<file path="src/verilog/slave_regs.svh">
// constants of the fieldbus slave state machine and parameter dictionary
`ifndef SLAVE_REGS_SVH
`define SLAVE_REGS_SVH

// ----------------------------------------------------------------
// application state codes
// ----------------------------------------------------------------
`define ST_CODE_INIT 4'h1
`define ST_CODE_PREOP 4'h2
`define ST_CODE_BOOT 4'h3
`define ST_CODE_SAFEOP 4'h4
`define ST_CODE_OP 4'h8

// ----------------------------------------------------------------
// mailbox protocol type of file access
// ----------------------------------------------------------------
`define MBX_TYPE_FILE 4'h4

// ----------------------------------------------------------------
// dictionary index ranges
// ----------------------------------------------------------------
`define IDX_IDENT 16'h1000
`define IDX_INPUTS 16'h6000
`define IDX_OUTPUTS 16'h7000
`define IDX_NOSAVE 16'hf008
`define IDX_RANGE_CHAN 4'h8
`define IDX_RANGE_CHAN_OLD 4'h4
`define CHAN_STEP_POS 4
`define CHAN_ENTRIES 32'h0000000f

// ----------------------------------------------------------------
// values
// ----------------------------------------------------------------
`define NOSAVE_CODE 32'h12345678
`define OUT_SAFE_VALUE 16'h0000
`define IDENT_VALUE 32'h00c0ffee

`endif

</file>
<file path="src/verilog/slave_pkg.sv">
// types shared by the fieldbus slave files
package slave_pkg;

`include "slave_regs.svh"

    typedef enum logic [3:0] {
        ST_INIT = 4'h1,
        ST_PREOP = 4'h2,
        ST_BOOT = 4'h3,
        ST_SAFEOP = 4'h4,
        ST_OP = 4'h8
    } app_state_e;

    typedef enum logic [1:0] {
        SRC_NONE = 2'h0,
        SRC_MEM = 2'h1,
        SRC_REG = 2'h2
    } od_src_e;

endpackage

</file>
<file path="src/verilog/fieldbus_slave_core.sv">
// slave application state machine with its parameter dictionary

`include "slave_regs.svh"

module fieldbus_slave_core (
    // clock and reset
    input wire logic clk,
    input wire logic reset,
    // state requests from the master
    input wire logic state_req,
    input wire logic [3:0] state_req_code,
    input wire logic mbx_cfg_ok,
    input wire logic pd_cfg_ok,
    input wire logic dc_used,
    input wire logic dc_cfg_ok,
    output logic [3:0] al_state,
    output logic state_ack,
    output logic state_refused,
    // mailbox and process data traffic
    input wire logic mbx_valid,
    input wire logic [3:0] mbx_type,
    output logic mbx_accept,
    input wire logic pd_valid,
    input wire logic [15:0] pd_out_data,
    output logic pd_accept,
    input wire logic wd_disabled,
    // physical pins and input image
    input wire logic [15:0] phys_in,
    output logic [15:0] phys_out,
    output logic [15:0] in_image,
    // dictionary access
    input wire logic od_req,
    input wire logic od_write,
    input wire logic [15:0] od_index,
    input wire logic [7:0] od_sub,
    input wire logic [31:0] od_wdata,
    output logic od_ack,
    output logic od_err,
    output logic [31:0] od_rdata,
    // nonvolatile commit
    output logic nv_req,
    output logic [5:0] nv_addr,
    output logic [31:0] nv_data,
    input wire logic nv_ack
);

    // ----------------------------------------------------------------
    // helpers
    // ----------------------------------------------------------------
    function automatic logic chan_hit(input logic [15:0] idx);
        chan_hit = (idx[15:12] == `IDX_RANGE_CHAN || idx[15:12] == `IDX_RANGE_CHAN_OLD)
            && idx[11:6] == 6'h0 && idx[3:0] == 4'h0;
    endfunction

    function automatic logic is_state(input logic [3:0] code);
        is_state = code == `ST_CODE_INIT || code == `ST_CODE_PREOP || code == `ST_CODE_BOOT
            || code == `ST_CODE_SAFEOP || code == `ST_CODE_OP;
    endfunction

    // ----------------------------------------------------------------
    // pin synchroniser
    // ----------------------------------------------------------------
    logic [15:0] in_sync1_q;
    logic [15:0] in_sync2_q;

    always_ff @(posedge clk or posedge reset)
    begin
        if (reset)
        begin
            in_sync1_q <= 16'h0;
            in_sync2_q <= 16'h0;
        end
        else
        begin
            in_sync1_q <= phys_in;
            in_sync2_q <= in_sync1_q;
        end
    end

    // ----------------------------------------------------------------
    // state machine
    // ----------------------------------------------------------------
    slave_pkg::app_state_e state_q, state_d;
    logic ack_q, ack_d;
    logic refused_q, refused_d;
    logic [15:0] image_q, image_d;
    logic out_rx_q, out_rx_d;
    logic ok;

    always_comb
    begin
        ok = 1'b0;
        unique case (state_q)
            slave_pkg::ST_INIT:
            begin
                ok = state_req_code == `ST_CODE_INIT || state_req_code == `ST_CODE_BOOT
                    || (state_req_code == `ST_CODE_PREOP && mbx_cfg_ok);
            end
            slave_pkg::ST_PREOP:
            begin
                ok = state_req_code == `ST_CODE_INIT || state_req_code == `ST_CODE_PREOP
                    || (state_req_code == `ST_CODE_SAFEOP && pd_cfg_ok
                    && (!dc_used || dc_cfg_ok));
            end
            slave_pkg::ST_SAFEOP:
            begin
                ok = state_req_code == `ST_CODE_INIT || state_req_code == `ST_CODE_PREOP
                    || state_req_code == `ST_CODE_SAFEOP
                    || (state_req_code == `ST_CODE_OP && out_rx_q);
            end
            slave_pkg::ST_OP:
            begin
                ok = state_req_code == `ST_CODE_INIT || state_req_code == `ST_CODE_PREOP
                    || state_req_code == `ST_CODE_SAFEOP || state_req_code == `ST_CODE_OP;
            end
            slave_pkg::ST_BOOT:
            begin
                ok = state_req_code == `ST_CODE_INIT || state_req_code == `ST_CODE_BOOT;
            end
            default:
            begin
                ok = 1'b0;
            end
        endcase
        ok = ok && is_state(state_req_code);
        state_d = state_q;
        ack_d = 1'b0;
        refused_d = refused_q;
        image_d = image_q;
        out_rx_d = out_rx_q;
        if (state_req)
        begin
            if (ok)
            begin
                state_d = slave_pkg::app_state_e'(state_req_code);
                ack_d = 1'b1;
                refused_d = 1'b0;
                if (state_q == slave_pkg::ST_PREOP && state_req_code == `ST_CODE_SAFEOP)
                begin
                    image_d = in_sync2_q;
                end
            end
            else
            begin
                refused_d = 1'b1;
            end
        end
        if (pd_accept)
        begin
            image_d = in_sync2_q;
            out_rx_d = 1'b1;
        end
        if (state_q != slave_pkg::ST_SAFEOP && state_q != slave_pkg::ST_OP)
        begin
            out_rx_d = 1'b0;
        end
    end

    always_ff @(posedge clk or posedge reset)
    begin
        if (reset)
        begin
            state_q <= slave_pkg::ST_INIT;
            ack_q <= 1'b0;
            refused_q <= 1'b0;
            image_q <= 16'h0;
            out_rx_q <= 1'b0;
        end
        else
        begin
            state_q <= state_d;
            ack_q <= ack_d;
            refused_q <= refused_d;
            image_q <= image_d;
            out_rx_q <= out_rx_d;
        end
    end

    // ----------------------------------------------------------------
    // traffic gates and outputs
    // ----------------------------------------------------------------
    logic pd_open;
    logic drive_out;
    logic [15:0] out_q, out_d;

    assign pd_open = state_q == slave_pkg::ST_SAFEOP || state_q == slave_pkg::ST_OP;
    assign pd_accept = pd_valid && pd_open;
    assign mbx_accept = mbx_valid && (state_q == slave_pkg::ST_PREOP || pd_open
        || (state_q == slave_pkg::ST_BOOT && mbx_type == `MBX_TYPE_FILE));
    assign drive_out = state_q == slave_pkg::ST_OP
        || (state_q == slave_pkg::ST_SAFEOP && wd_disabled);

    always_comb
    begin
        out_d = `OUT_SAFE_VALUE;
        if (drive_out)
        begin
            out_d = pd_valid ? pd_out_data : out_q;
        end
    end

    always_ff @(posedge clk or posedge reset)
    begin
        if (reset)
        begin
            out_q <= `OUT_SAFE_VALUE;
        end
        else
        begin
            out_q <= out_d;
        end
    end

    // ----------------------------------------------------------------
    // dictionary
    // ----------------------------------------------------------------
    logic od_open;
    logic mem_we;
    logic [5:0] mem_addr;
    logic [31:0] mem_rdata;
    slave_pkg::od_src_e src_d, src_q;
    logic p1_q, p1_err_q, p1_err_d;
    logic [31:0] p1_data_q, p1_data_d;
    logic nosave_q, nosave_d;
    logic nv_q, nv_d;
    logic [5:0] nv_addr_q, nv_addr_d;
    logic [31:0] nv_data_q, nv_data_d;
    logic ack2_q, err2_q;
    logic [31:0] rdata2_q;

    assign od_open = state_q == slave_pkg::ST_PREOP || pd_open;
    assign mem_addr = {od_index[5:4], od_sub[3:0]};

    always_comb
    begin
        src_d = slave_pkg::SRC_NONE;
        p1_err_d = 1'b0;
        p1_data_d = 32'h0;
        mem_we = 1'b0;
        nosave_d = nosave_q;
        nv_d = nv_q && !nv_ack;
        nv_addr_d = nv_addr_q;
        nv_data_d = nv_data_q;
        if (od_req)
        begin
            p1_err_d = 1'b1;
            if (!od_open)
            begin
                p1_err_d = 1'b1;
            end
            else if (chan_hit(od_index) && od_sub[7:4] == 4'h0 && od_sub[3:0] != 4'h0)
            begin
                if (!od_write)
                begin
                    src_d = slave_pkg::SRC_MEM;
                    p1_err_d = 1'b0;
                end
                else if (!nv_q)
                begin
                    mem_we = 1'b1;
                    p1_err_d = 1'b0;
                    if (!nosave_q)
                    begin
                        nv_d = 1'b1;
                        nv_addr_d = mem_addr;
                        nv_data_d = od_wdata;
                    end
                end
            end
            else if (!od_write)
            begin
                src_d = slave_pkg::SRC_REG;
                p1_err_d = 1'b0;
                if (chan_hit(od_index) && od_sub == 8'h00)
                begin
                    p1_data_d = `CHAN_ENTRIES;
                end
                else if (od_index == `IDX_IDENT && od_sub == 8'h00)
                begin
                    p1_data_d = `IDENT_VALUE;
                end
                else if (od_index == `IDX_INPUTS && od_sub == 8'h01)
                begin
                    p1_data_d = {16'h0, image_q};
                end
                else if (od_index == `IDX_OUTPUTS && od_sub == 8'h01)
                begin
                    p1_data_d = {16'h0, out_q};
                end
                else if (od_index == `IDX_NOSAVE && od_sub == 8'h00)
                begin
                    p1_data_d = {31'h0, nosave_q};
                end
                else
                begin
                    src_d = slave_pkg::SRC_NONE;
                    p1_err_d = 1'b1;
                end
            end
            else if (od_index == `IDX_NOSAVE && od_sub == 8'h00)
            begin
                nosave_d = od_wdata == `NOSAVE_CODE;
                p1_err_d = 1'b0;
            end
        end
    end

    always_ff @(posedge clk or posedge reset)
    begin
        if (reset)
        begin
            src_q <= slave_pkg::SRC_NONE;
            p1_q <= 1'b0;
            p1_err_q <= 1'b0;
            p1_data_q <= 32'h0;
            nosave_q <= 1'b0;
            nv_q <= 1'b0;
            nv_addr_q <= 6'h0;
            nv_data_q <= 32'h0;
            ack2_q <= 1'b0;
            err2_q <= 1'b0;
            rdata2_q <= 32'h0;
        end
        else
        begin
            src_q <= src_d;
            p1_q <= od_req;
            p1_err_q <= p1_err_d;
            p1_data_q <= p1_data_d;
            nosave_q <= nosave_d;
            nv_q <= nv_d;
            nv_addr_q <= nv_addr_d;
            nv_data_q <= nv_data_d;
            ack2_q <= p1_q;
            err2_q <= p1_q && p1_err_q;
            rdata2_q <= src_q == slave_pkg::SRC_MEM ? mem_rdata : p1_data_q;
        end
    end

    param_ram u_ram (
        .clk(clk),
        .reset(reset),
        .we(mem_we),
        .waddr(mem_addr),
        .wdata(od_wdata),
        .raddr(mem_addr),
        .rdata(mem_rdata)
    );

    assign al_state = state_q;
    assign state_ack = ack_q;
    assign state_refused = refused_q;
    assign phys_out = out_q;
    assign in_image = image_q;
    assign od_ack = ack2_q;
    assign od_err = err2_q;
    assign od_rdata = rdata2_q;
    assign nv_req = nv_q;
    assign nv_addr = nv_addr_q;
    assign nv_data = nv_data_q;
endmodule // fieldbus_slave_core

</file>
<file path="src/verilog/param_ram.sv">
// channel parameter storage, registered read data
module param_ram (
    // clock and reset
    input wire logic clk,
    input wire logic reset,
    // write port
    input wire logic we,
    input wire logic [5:0] waddr,
    input wire logic [31:0] wdata,
    // read port
    input wire logic [5:0] raddr,
    output logic [31:0] rdata
);

    logic [31:0] mem_q [0:63];
    logic [31:0] rdata_q;

    always_ff @(posedge clk or posedge reset)
    begin
        if (reset)
        begin
            for (int i = 0; i < 64; i++)
            begin
                mem_q[i] <= 32'h0;
            end
            rdata_q <= 32'h0;
        end
        else
        begin
            if (we)
            begin
                mem_q[waddr] <= wdata;
            end
            rdata_q <= mem_q[raddr];
        end
    end

    assign rdata = rdata_q;

endmodule // param_ram

</file>
<file path="config.mk">
export PLATFORM = sky130hd
export DESIGN_NAME = fieldbus_slave_core
export DESIGN_NICKNAME = d
export VERILOG_FILES = /design/src/verilog/slave_pkg.sv /design/src/verilog/fieldbus_slave_core.sv /design/src/verilog/param_ram.sv
export VERILOG_INCLUDE_DIRS = /design/src /design/src/verilog
export SDC_FILE = /design/constraint.sdc
export NUM_CORES = 2
export LEC_CHECK = 0
export ABC_CLOCK_PERIOD_IN_PS = 72400
export BUFFER_PORTS_ARGS = -buffer_cell sky130_fd_sc_hd__buf_2
export CELL_PAD_IN_SITES_DETAIL_PLACEMENT = 1
export CELL_PAD_IN_SITES_GLOBAL_PLACEMENT = 2
export CORE_MARGIN = 4
export CORE_UTILIZATION = 49
export CTS_BUF_LIST = sky130_fd_sc_hd__clkbuf_4 sky130_fd_sc_hd__clkbuf_8
export CTS_CLUSTER_SIZE = 14
export DETAILED_ROUTE_END_ITERATION = 16
export GPL_TIMING_DRIVEN = 0
export PLACE_DENSITY = 0.94
export SLEW_MARGIN = 20
export SYNTH_ARGS = -nofsm -noshare
export SYNTH_HDL_FRONTEND = slang
export SYNTH_HIERARCHICAL = 1
export SYNTH_SLANG_ARGS = --single-unit
</file>
<file path="constraint.sdc">
create_clock -name clk -period 72.4 [get_ports clk]
set_input_delay 7.24 -clock clk [delete_from_list [all_inputs] [get_ports clk]]
set_output_delay 7.24 -clock clk [all_outputs]
set_load 0.02 [all_outputs]
</file>
# [Yosys cells after proc, flatten, opt, wreduce, memory -nomap -nowiden]
# Index checks and enable logic that the tools add are counted.
[totals] ff_bits=2261 latchBits=0 mem_bits_rw=0 romBits=0 input_bits=109 n_memories=0
[classes] n_addsub=0 mul=0 div_mod_pow=0 magnitude_cmp=2 eq_ne=23 shift=0 muxes=60 bitwise_logic=4 reduce_logical=54
[op_table] cell="bitwise mux 2048 bit" count=1
[op_table] cell="binary-select mux 32 bit (select 6 bit)" count=1
[op_table] cell="demux 32 bit (select 6 bit)" count=1
[op_table] cell="two-way mux 24 bit" count=6
[op_table] cell="two-way mux 16 bit" count=8
[op_table] cell="two-way mux 32 bit" count=4
[op_table] cell="equality test 16 x 15 -> 1 bit, second input constant" count=2
[op_table] cell="equality test 32 x 29 -> 1 bit, second input constant" count=1
[op_table] cell="two-way mux 1 bit" count=29
[op_table] cell="logical AND 1 bit" count=23
[op_table] cell="two-way mux 2 bit" count=9
[op_table] cell="equality test 16 x 13 -> 1 bit, second input constant" count=1
[op_table] cell="equality test 16 bit, second input constant" count=1
[op_table] cell="equality test 4 x 2 -> 1 bit, second input constant" count=4
[op_table] cell="equality test 4 x 3 -> 1 bit, second input constant" count=4
[op_table] cell="logical OR 1 bit" count=16
[op_table] cell="equality test 4 bit, second input constant" count=3
[op_table] cell="equality test 4 x 1 -> 1 bit, second input constant" count=2
[op_table] cell="equality test 8 x 1 -> 1 bit, second input constant" count=1
[op_table] cell="logical NOT 4 bit" count=2
[op_table] cell="logical NOT 8 bit" count=1
[op_table] cell="nonzero test 2 bit" count=4
[op_table] cell=">= comparator 7 bit, second input constant" count=1
[op_table] cell="less-than comparator 7 x 1 -> 1 bit, second input constant" count=1
[op_table] cell="14 further kinds" count=17

# [Longest topological paths before layout]
[logic_depth] depth_word=11 ltp_mapped=11 mapped_depth_nobuf=8

# [Cells and area by module]
# Netlist, hierarchy kept.
[by_module_without_submodules] mod="param_ram" n_inst=1 cells_each=5996 area_per_inst_um2=93397.1
[by_module_without_submodules] mod="fieldbus_slave_core" n_inst=1 cells_each=463 area_per_inst_um2=6417.4

# [Worst setup path after synthesis]
# No wires, ideal clock.
[synth_timing] kind="input -> output" start="in mbx_type[1]" end="out mbx_accept" arrival_time_ns=8.413 path_slack_ns=56.747 cell_stages=5 n_path_buf=0 path_cell_list="or4b_2 > a21oi_1 > a22oi_1 > nor2_1 > o21a_1"
[synth_via] elab_chain_cells=4
[synth_rtl] item="from (decl)" line="fieldbus_slave_core.sv:21" rtl="input wire logic [3:0] mbx_type,"
[synth_rtl] item="equality test 4 x 3 -> 1 bit (no line)"
[synth_rtl] item="logical AND 1 bit (no line)"
[synth_rtl] item="logical OR 1 bit" line="fieldbus_slave_core.sv:188" rtl="assign mbx_accept = mbx_valid && (state_q == slave_pkg::ST_PREOP || pd_open"
[synth_rtl] item="logical AND 1 bit" line="fieldbus_slave_core.sv:188"
[synth_rtl] item="to (decl)" line="fieldbus_slave_core.sv:22" rtl="output logic mbx_accept,"
# No other way between the ends.

# [Worst setup path after layout]
# Same ends and word-level chain as after synthesis.

==> impl_metrics.json <==
{
  "p_sw_frac": 0.2540,
  "core_area_um2": 202300,
  "rsz0062_at_grt": "false",
  "synth-main-ff-cell": "dfrtp_1",
  "cts_root_buffer": "clkbuf_8",
  "ys_types": 77,
  "synth_seq_cells": 2246,
  "ios": 222,
  "maxSlewViolCount": 0,
  "crit_fanout": 1,
  "crit_path_end_kind": "primary output",
  "clk_pin_slew_ns": 0.06,
  "final_cell_area_um2": 113100,
  "maxSlewHeadroom": 0.09992,
  "place_ws_ns": 56.52,
  "internal_power_uw": 1968,
  "cts_resized": 0,
  "insertion_delay_ns": 1.08,
  "postSynthCellCount": 6459,
  "criticalPathCategory": "in2out",
  "fin_nets": 7201,
  "synth_area_um2": 99810,
  "period_share": 0.2196,
  "dp_hpwl_um": 268400,
  "h-tree-depth": 5,
  "hold_buffers": 0,
  "rows": 165,
  "placed_area_um2": 105100,
  "max-vdd-ir-drop_uv": 18.11,
  "cts_tree": "built",
  "layout_common_cells": "dfrtp_1 (2245), mux2_2 (2101), clkbuf_8 (481)",
  "die_area_um2": 211000,
  "yosysWarnings": 6,
  "grt_max_degree": 114,
  "fin_setup_tns_ns": 0,
  "drc": 0,
  "vias": 67310,
  "grt_pass1_wl_um": 537000,
  "status": "complete, no violations",
  "gp_congestion": 0.9872,
  "drt-total-wl_um": 382300,
  "final_antenna_net_count": 0,
  "fin_crit_ns": 15.90,
  "synth_top_area_share": 0.5628,
  "setup_viol": 0,
  "clock_path_buffers": 4,
  "track_usage": 0.3591,
  "drive_gt1_frac": 0.5099,
  "grt_pass1_vias": 72250,
  "p_comb_frac": 0.066,
  "post_drt_wl_per_cell_um": 37.97,
  "numCtsBuffers": 383,
  "cp-start-kind": "primary input",
  "hold_start": "in_sync1_q[4]$_DFF_PP0_",
  "pwr-share-seq": 0.480,
  "die_h_um": 459.3,
  "timing.final.hold_violations": 0,
  "drt_pass1_iterations": 5,
  "crit_required_ns": 65.16,
  "power_uw": 2638,
  "layout_commonest_cell": "dfrtp_1",
  "synth_edf_count": 0,
  "start_util": 0.4934,
  "clock_power_share": 0.454,
  "syn_to_final_growth_pct": 13.33,
  "synth_area_leaders": "dfrtp_1 (56%), mux2_2 (24%), mux4_2 (10%), mux2i_1 (1.1%), clkbuf_1 (0.90%)",
  "critPathArrivalTime_ns": 8.66,
  "drtIter0Drc": 8174,
  "worstReg2RegStart": "al_state[3]$_DFFE_PP0P_",
  "clkSinkCount": 2246,
  "p_switching_uw": 670.0,
  "synth-async-reset-ratio": 1.000,
  "antenna_found_initial": 38,
  "setup_slack_ns": 56.50,
  "tightestPinTransition_ns": 1.350,
  "skew_ns": 0.06589,
  "max_freq_ghz": 0.06289,
  "cp-startpoint": "mbx_type[1]",
  "syn_nets": 6568,
  "io_buffers": 218,
  "via_per_inst": 6.686,
  "postCtsSetupBuffers": 0,
  "synth_area_leader_cell": "dfrtp_1",
  "p_leak_uw": 0.05613,
  "die_x_um": 459.3,
  "synth.avg_cell_area_um2": 15.45,
  "min_path_type": "reg2reg",
  "power.density_nw_per_um2": 23.32,
  "max_cap_viol_count": 0,
  "gr-total-overflow": 0,
  "synth.yosys.seq_area_share": 0.5631
}
## layout make-up
| class | instances | area [um^2] |
|---|---|---|
| multi-input combinational | 3565 | 40760 |
| timing repair buffer | 248 | 1829 |
| antenna | 42 | 105.1 |
| buffer | 635 | 2929 |
| clock inverter | 48 | 381.6 |
| clock buffer | 598 | 7498 |
| fill | 18980 | 89200 |
| tap | 2672 | 3343 |
| inverter | 13 | 63.81 |
| sequential | 2246 | 56210 |
## critical path, cell delays in order
cell and delay [ns]:
buf_2 0.09, or4b_2 0.68, a21oi_1 0.18, a22oi_1 0.08, nor2_1 0.12, o21a_1 0.11, buf_2 0.16
## routing by layer
layer / vias up / part of all wire / track usage
met5: - / 0.00043 / 0
met4: 18 / 0.084 / 0.2576
met3: 1308 / 0.12 / 0.1290
met2: 4576 / 0.43 / 0.5199
met1: 36190 / 0.37 / 0.4471
li1: 25220 / - / -
## sequential cells by signal (all words and copies together) (netlist names), 2 cells and up
| signal | count |
|---|---|
| od_rdata | 32 |
| nv_data | 32 |
| in_image | 16 |
| in_sync2_q | 16 |
| nv_addr | 6 |
| u_ram/mem_q | 2048 |
| p1_data_q | 17 |
| u_ram/rdata | 32 |
| in_sync1_q | 16 |
| src_q | 2 |
| phys_out | 16 |
| al_state | 4 |
## final timing paths
kind / slack (ns) / end / cells past startpoint
max in group asynchronous: 63.55 / u_ram/mem_q[1703]$_DFFE_PP0P_ / 6
worst max-delay path: 56.50 / mbx_accept / 7
worst min-delay path: 0.35 / in_sync2_q[4]$_DFF_PP0_ / 0
min in group asynchronous: 6.28 / u_ram/mem_q[502]$_DFFE_PP0P_ / 2
worst min register to register: 0.35 / in_sync2_q[4]$_DFF_PP0_ / 0
worst max register to register: 67.68 / u_ram/mem_q[681]$_DFFE_PP0P_ / 11
## per-stage QoR
step           utilization  cells  hold WS, ns
2_1_floorplan            -   6459       0.3312
3_3_place_gp        0.5153   9349       0.3332
3_5_place_dp        0.5195   9378       0.3411
4_1_cts             0.5584  10020       0.3535
5_1_grt             0.5586  10030       0.3563
6_report            0.5591  10070       0.3514
## synth_stat cells (18+ instances only)
| master | instances |
|---|---|
| a22o_1 | 18 |
| mux2_2 | 2101 |
| clkbuf_1 | 240 |
| mux2i_1 | 111 |
| nand2_1 | 176 |
| buf_1 | 178 |
| o22a_1 | 19 |
| a21oi_1 | 38 |
| buf_2 | 155 |
| mux2_1 | 37 |
| o221ai_1 | 19 |
| nor4_1 | 36 |
| nor2_1 | 99 |
| a221oi_1 | 28 |
| mux4_2 | 459 |
| a22oi_1 | 35 |
| nor2b_1 | 22 |
| buf_4 | 42 |
| o21ai_0 | 34 |
| and2_1 | 22 |
| o22ai_1 | 116 |
| dfrtp_1 | 2245 |
## cells by family after synthesis
| logic type | Yosys count | synth area share |
|---|---|---|
| DFF | 2246 | 0.5631 |
| xor gates and xnor gates | 4 | 0.0005391 |
| muxes | 2717 | 0.3573 |
| and+or+nand+nor | 454 | 0.02229 |
| AOI/OAI and AO/OA | 390 | 0.02728 |
| buffers and inverters | 648 | 0.02955 |
## power by group through the flow
stage	Combinational [uW]	Clock (uW)	Sequential (uW)
after floorplan	75.8	0	1290
after global placement	156	0	1290
after detailed placement	166	0	1290
after CTS	167	1210	1270
after global routing	177	1270	1260
final	175	1200	1270
No activity file was read; power rests on OpenSTA's default activity.
